## config.mk

```make
export PLATFORM = sky130hd
export DESIGN_NAME = acrr_readout
export DESIGN_NICKNAME = d
export VERILOG_FILES = /design/src/hw/acrr_lane_fill.v /design/src/hw/acrr_readout.v
export VERILOG_INCLUDE_DIRS = /design/src /design/src/hw
export SDC_FILE = /design/constraint.sdc
export NUM_CORES = 1
export LEC_CHECK = 0
export BUFFER_PORTS_ARGS = -buffer_cell sky130_fd_sc_hd__buf_2
export CORE_UTILIZATION = 38
export DETAILED_ROUTE_END_ITERATION = 7
export HOLD_SLACK_MARGIN = 0.08
export PLACE_DENSITY_LB_ADDON = 0.25
export SLEW_MARGIN = 20
export SYNTH_ARGS = -nofsm -noshare
export SYNTH_HDL_FRONTEND = slang
export SYNTH_SLANG_ARGS = --single-unit
```

## constraint.sdc

```tcl
create_clock -name core_clk -period 1.1 [get_ports core_clk]
set_input_delay 0.055 -clock core_clk [delete_from_list [all_inputs] [get_ports core_clk]]
set_output_delay 0.055 -clock core_clk [all_outputs]
set_load 0.01 [all_outputs]
```

## src/hw/acrr_consts.vh

```
// Constants for the converter result readout and interrupt block
`ifndef ACRR_CONSTS_VH
`define ACRR_CONSTS_VH

// Register addresses
`define ACRR_ADDR_W          32
`define ACRR_RES_HIGH_ADDR   32'h04000080
`define ACRR_RES_LOW_ADDR    32'h04000082
`define ACRR_CTRL_ADDR       32'h04000088

// Result and byte layout
`define ACRR_RES_W           10
`define ACRR_BYTE_W          8
`define ACRR_LOW_PAD         6'h00
`define ACRR_ZERO_BYTE       8'h00

// Access sizes
`define ACRR_SIZE_BYTE       2'h0
`define ACRR_SIZE_WORD       2'h1
`define ACRR_SIZE_LONG       2'h2

// Control/status bit positions
`define ACRR_CSR_DONE_BIT    7
`define ACRR_CSR_IEN_BIT     6

`endif

```

## src/hw/acrr_lane_fill.v

```verilog
// Lane replication of a byte pair onto the 32-bit read data
`include "acrr_consts.vh"
`timescale 1ns/10ps
`default_nettype none

module acrr_lane_fill
(
  input  wire [1:0]  accSize,
  input  wire [7:0]  selByte,
  input  wire [7:0]  highByte,
  input  wire [7:0]  lowByte,
  input  wire        isHighAddr,
  output reg  [31:0] laneData
);

  //----------------------------------------
  // Lane mapping
  //----------------------------------------
  always @*
  begin
    case (accSize)
      `ACRR_SIZE_BYTE:
        laneData = {4{selByte}};
      `ACRR_SIZE_WORD:
        laneData = {selByte, `ACRR_ZERO_BYTE,
                    selByte, `ACRR_ZERO_BYTE};
      `ACRR_SIZE_LONG:
        laneData = isHighAddr ?
                   {highByte, `ACRR_ZERO_BYTE,
                    lowByte, `ACRR_ZERO_BYTE} :
                   {selByte, `ACRR_ZERO_BYTE,
                    selByte, `ACRR_ZERO_BYTE};
      default:
        laneData = {4{selByte}};
    endcase
  end

endmodule
`default_nettype wire

```

## src/hw/acrr_readout.v

```verilog
// Converter result readout registers and conversion-end interrupt
//
// Function
// - Raise the conversion-end interrupt request when a conversion finishes.
// - Pass the request only while the interrupt enable bit is set.
// - Each result is an unsigned ten-bit code, zero to all ones.
// - Input at the analog reference gives full scale, all ten bits set.
// - High byte holds bits 9..2; low byte holds bits 1..0 at top.
// - High byte at the even base address, low byte two bytes above.
// - Byte read drives the addressed byte on every byte lane.
// - Word read puts the byte in bits 15..8 of each halfword.
// - Long read at high address: high in 31..24, low in 15..8.
// - Conversion end sets the done flag; request is done and enable.
`include "acrr_consts.vh"
`timescale 1ns/10ps
`default_nettype none

module acrr_readout
#(
  parameter RES_W = `ACRR_RES_W
)
(
  input  wire                core_clk,
  input  wire                nrst,
  input  wire                convDone,
  input  wire [RES_W-1:0]    convResult,
  input  wire                busSel,
  input  wire                busWrite,
  input  wire [1:0]          busSize,
  input  wire [31:0]         busAddr,
  input  wire [7:0]          busWrData,
  output reg  [31:0]         busRdData_ff,
  output reg                 busAck_ff,
  output reg                 conversionEndIrq_ff
);

  //----------------------------------------
  // State
  //----------------------------------------
  reg  [RES_W-1:0] result_ff;
  reg              doneFlag_ff;
  reg              irqEnable_ff;
  reg              doneSeen_ff;
  reg              nxt_doneFlag;
  reg              nxt_doneSeen;
  reg  [31:0]      nxt_rdData;
  wire [7:0]       highByte;
  wire [7:0]       lowByte;
  wire [7:0]       ctrlByte;
  wire [31:0]      laneData;
  wire             hitHigh;
  wire             hitLow;
  wire             hitCtrl;
  wire             ctrlWrite;
  wire             ctrlRead;
  reg  [RES_W-1:0] nxt_result;
  reg              nxt_irqEnable;
  reg              nxt_irq;
  reg  [7:0]       selByte;
  wire             rdAccess;
  wire             seenReq;
  wire             clearReq;

  //----------------------------------------
  // Result byte split
  //----------------------------------------
  assign highByte = result_ff[RES_W-1:RES_W-8];
  assign lowByte  = {result_ff[1:0], `ACRR_LOW_PAD};
  assign ctrlByte = {doneFlag_ff, irqEnable_ff, 6'h00};

  //----------------------------------------
  // Address decode
  //----------------------------------------
  assign hitHigh   = busSel && (busAddr == `ACRR_RES_HIGH_ADDR);
  assign hitLow    = busSel && (busAddr == `ACRR_RES_LOW_ADDR);
  assign hitCtrl   = busSel && (busAddr == `ACRR_CTRL_ADDR);
  assign ctrlWrite = hitCtrl && busWrite;
  assign ctrlRead  = hitCtrl && !busWrite;
  assign rdAccess  = busSel && !busWrite;

  //----------------------------------------
  // Clear handshake qualifiers
  //----------------------------------------
  assign seenReq  = ctrlRead && doneFlag_ff;
  assign clearReq = ctrlWrite && !busWrData[`ACRR_CSR_DONE_BIT] &&
                    doneSeen_ff;

  //----------------------------------------
  // Addressed byte select
  //----------------------------------------
  always @*
  begin
    if (hitHigh)
      selByte = highByte;
    else if (hitLow)
      selByte = lowByte;
    else
      selByte = ctrlByte;
  end

  //----------------------------------------
  // Read lane fill
  //----------------------------------------
  acrr_lane_fill u_laneFill
  (
    .accSize    (busSize),
    .selByte    (selByte),
    .highByte   (highByte),
    .lowByte    (lowByte),
    .isHighAddr (hitHigh),
    .laneData   (laneData)
  );

  //----------------------------------------
  // Done flag: set wins over clear
  //----------------------------------------
  always @*
  begin
    nxt_doneFlag = doneFlag_ff;
    nxt_doneSeen = doneSeen_ff;
    if (seenReq)
      nxt_doneSeen = 1'b1;
    if (clearReq)
    begin
      nxt_doneFlag = 1'b0;
      nxt_doneSeen = 1'b0;
    end
    if (convDone)
      nxt_doneFlag = 1'b1;
  end

  //----------------------------------------
  // Read data mux
  //----------------------------------------
  always @*
  begin
    if (rdAccess && (hitHigh || hitLow || hitCtrl))
      nxt_rdData = laneData;
    else
      nxt_rdData = 32'h00000000;
  end

  //----------------------------------------
  // Result capture
  //----------------------------------------
  always @*
  begin
    nxt_result = result_ff;
    if (convDone)
      nxt_result = convResult;
  end

  //----------------------------------------
  // Interrupt enable and request
  //----------------------------------------
  always @*
  begin
    nxt_irqEnable = irqEnable_ff;
    if (ctrlWrite)
      nxt_irqEnable = busWrData[`ACRR_CSR_IEN_BIT];
    nxt_irq = nxt_doneFlag && nxt_irqEnable;
  end

  //----------------------------------------
  // Result register
  //----------------------------------------
  always @(posedge core_clk or negedge nrst)
  begin
    if (!nrst)
      result_ff <= {RES_W{1'b0}};
    else
      result_ff <= nxt_result;
  end

  //----------------------------------------
  // Done flag and read-seen marker
  //----------------------------------------
  always @(posedge core_clk or negedge nrst)
  begin
    if (!nrst)
    begin
      doneFlag_ff <= 1'b0;
      doneSeen_ff <= 1'b0;
    end
    else
    begin
      doneFlag_ff <= nxt_doneFlag;
      doneSeen_ff <= nxt_doneSeen;
    end
  end

  //----------------------------------------
  // Interrupt enable and request registers
  //----------------------------------------
  always @(posedge core_clk or negedge nrst)
  begin
    if (!nrst)
    begin
      irqEnable_ff        <= 1'b0;
      conversionEndIrq_ff <= 1'b0;
    end
    else
    begin
      irqEnable_ff        <= nxt_irqEnable;
      conversionEndIrq_ff <= nxt_irq;
    end
  end

  //----------------------------------------
  // Bus response registers
  //----------------------------------------
  always @(posedge core_clk or negedge nrst)
  begin
    if (!nrst)
    begin
      busRdData_ff <= 32'h00000000;
      busAck_ff    <= 1'b0;
    end
    else
    begin
      busRdData_ff <= nxt_rdData;
      busAck_ff    <= busSel;
    end
  end

endmodule
`default_nettype wire

```

==> qor.csv <==
stage,metric,value,unit
outcome,status,finished with violations,
outcome,failing checks,"design-rule violations, negative setup slack",
floorplanning,die area,4984,um2
synthesis,"EDFF count, synth",0,
timing,WHS,0.1818,ns
synthesis,"Async S/R FF share, synth",100.0,%
cts,CTS tree,yes,
timing,Fin Setup TNS,-0.009827,ns
route,first-pass iteration count of the detailed router,6,
global_routing,largest net degree at the start of global routing,40,
synthesis,syn nets,210,
floorplanning,initial core utilization,40.23,%
floorplanning,height of the die,70.60,um
timing,fin crit share,100.9,%
place,Port Buf Inserts,84,
synthesis,Synth Warn #,0,
setup_path,Critical Path Sink Type,register,
cts,"CTS clk-pin slew, worst paths",0.08,ns
setup_path,CP arrival,1.33,ns
cells_and_area,share of layout cells above drive strength 1,56.93,%
job,max-cap violation count,0,
setup_path,Worst setup SP type,register,
cts,clock buffer depth,2,
timing,Slew Limit Fails,0,
synthesis,Syn Inst Count,151,
cts,Root Buffer,clkbuf_8,
cells_and_area,diode count,0,
route,Vias,1552,
cts,clock sinks,39,
hold_path,Tightest Hold Check Type,in2reg,
cells_and_area,area grow syn2layout,55.35,%
synthesis,Synth Register Bits,39,
cts,TritonCTS Buffers,5,
timing,final-report hold violation count,0,
timing,RSZ-0062 raised after global routing,true,
floorplanning,Cell Rows,24,
floorplanning,Core Region,4444,um2
route,final wirelength,4322,um
cts,later-pin clock latency in the skew report,0.30,ns
route,antenna-violating nets left,0,
route,via/cell ratio,4.865,
synthesis,Synth cell types,34,
power_and_ir_drop,maximum vdd drop,0.5996,mV
synthesis,top_reg_cell synth,dfrtp_1,
timing,clk_skew,0.006511,ns
synthesis,"Seq/Total Area, Yosys",54.58,%
cells_and_area,Layout fillers,369,
global_routing,vias in the first global route,1644,
route,DRC,8,
cells_and_area,Reg area,975.9,um2
global_routing,first-pass GRT wire length,7307,um
setup_path,"Req. time, crit path",1.32,ns
cells_and_area,final net count,325,
floorplanning,# IOs,91,
timing,min Tclk post-route,1.110,ns
place,Placer Congestion,0.7724,
cells_and_area,footprint of the multi-input gates,852.1,um2
power_and_ir_drop,Pwr Density,1049,nW/um2
synthesis,Avg Inst Size Synth,11.84,um2
timing,Worst Tran Pin Value,0.4177,ns
route,initial drt markers,96,
power_and_ir_drop,Tot Pwr,0.002915,W
cells_and_area,final instance area,2778,um2
cts,H-tree depth,2,
place,dpl hpwl,2992,um
power_and_ir_drop,leakage power,1.434,nW
synthesis,Synth Cell Area,1788,um2
global_routing,total congestion overflow,0,
global_routing,global-route usage over all layers,18.84,%
place,Place WS,-0.3664,ns
setup_path,worst-path maximum fanout,2,
route,routed len/inst,13.55,um
timing,Peak Freq,901.0,MHz
floorplanning,Die Span X,70.60,um
timing,fin worst setup slack,-0.009827,ns
global_routing,initial antenna violation count,0,
setup_path,WS Path Type,reg2reg,
timing,Slew HR,72.05,%
timing,final setup violation count,1,
place,Post-DP Area,2365,um2
[per-layer routing]
| metal | part of all wire, % | track usage (%) |
|---|---|---|
| met1 | 42 | 22.51 |
| met4 | 2.1 | 7.333 |
| met3 | 5.8 | 5.413 |
| met5 | 0 | 0 |
| met2 | 50 | 32.36 |
[cell usage in the layout, fill, tap and decap left out, types with 2 or more instances in the layout]
cell / instances
nor2b_1: 4
nand2_1: 6
and3_1: 5
nor3_2: 5
inv_1: 10
nor4_4: 6
nor4b_4: 2
nor3b_2: 3
a211oi_2: 2
mux2_2: 4
buf_2: 80
buf_4: 19
dlygate4sd3_1: 15
and4_4: 3
o22ai_1: 2
dfrtp_1: 39
buf_6: 4
nor3_1: 5
nor2_1: 14
o21ai_0: 7
clkbuf_8: 5
nand4_2: 2
ha_1: 2
[cells in the mapped netlist, types with 2 or more instances]
master,n,area (um2)
a211oi_1,2,15.01
a21oi_1,3,15.01
and3_1,6,37.54
and4_1,2,17.52
buf_4,8,60.06
clkbuf_1,2,7.510
dfrtp_1,39,975.9
ha_1,2,25.02
inv_1,11,41.29
mux2_2,4,45.04
nand2_1,6,22.52
nand4_2,2,25.02
nor2_1,14,52.55
nor2b_1,5,31.28
nor3_1,10,50.05
nor3b_1,4,30.03
nor4_4,6,127.6
o2111ai_1,2,17.52
o21ai_0,7,35.03
o22ai_1,2,12.51
[path summary, 6_finish.rpt]
| path | startpoint | endpoint | slack, ns | cells past startpoint |
|---|---|---|---|---|
| hold / removal | convDone | doneFlag_ff | 0.18 | 3 |
| setup reg to reg | doneSeen_ff | conversionEndIrq_ff | -0.01 | 3 |
| max in group asynchronous | nrst | busRdData_ff[29] | 0.65 | 3 |
| min in group asynchronous | nrst | doneSeen_ff | 0.25 | 3 |
| hold reg to reg | result_ff[2] | busRdData_ff[16] | 0.51 | 1 |
| setup / recovery | doneSeen_ff | conversionEndIrq_ff | -0.01 | 3 |
[area by class of cell]
cell class                      instances  area share, %
Multi-Input combinational cell         90          30.68
Clock inverter                          2         0.4505
Timing Repair Buffer                  119          27.30
Clock buffer                            6          2.613
Tap cell                               52          2.342
Sequential cell                        39          35.14
Inverter                               11          1.486
[timing repair]
action | in CTS | in global routing
pin swaps | 5 | 8
hold buffers | 15 | 0
setup endpoints to repair | 5 | 20
gates resized for setup | 6 | 23
cloned | 0 | 1
hold endpoints to repair | 53 | 0
setup buffers | 1 | 1
[registers in the layout (all words and copies together), names as in the netlist]
register             count
doneFlag_ff              1
irqEnable_ff             1
busAck_ff                1
doneSeen_ff              1
conversionEndIrq_ff      1
result_ff               10
busRdData_ff            24
[power by group]
part	total [W]	switching [W]	internal [W]
Sequential	0.00149	0.0000221	0.00147
Clock	0.000959	0.000515	0.000443
Combinational	0.000465	0.000229	0.000236
[metrics by stage]
| step | cells | util [%] |
|---|---|---|
| after global placement | 293 | 53.21 |
| after detailed placement | 293 | 53.21 |
| final | 319 | 62.50 |
| after floorplan | 151 | - |
| after CTS | 317 | 59.29 |
| after global routing | 319 | 62.50 |
[kinds of logic after synthesis]
kind of cell	synth area share [%]
buffers and inverters	6.998
flip-flops	54.58
adder cells (fa/ha/maj)	1.399
AO/OA/AOI/OAI	6.298
AND/OR/NAND/NOR	26.80
multiplexers	3.918
[critical path: stages, from the launching register on]
cell and delay [ns]:
dfrtp_1 0.39, nor3b_4 0.16, or3b_4 0.36, mux2i_1 0.12
Power figures use the tool's default switching activity.
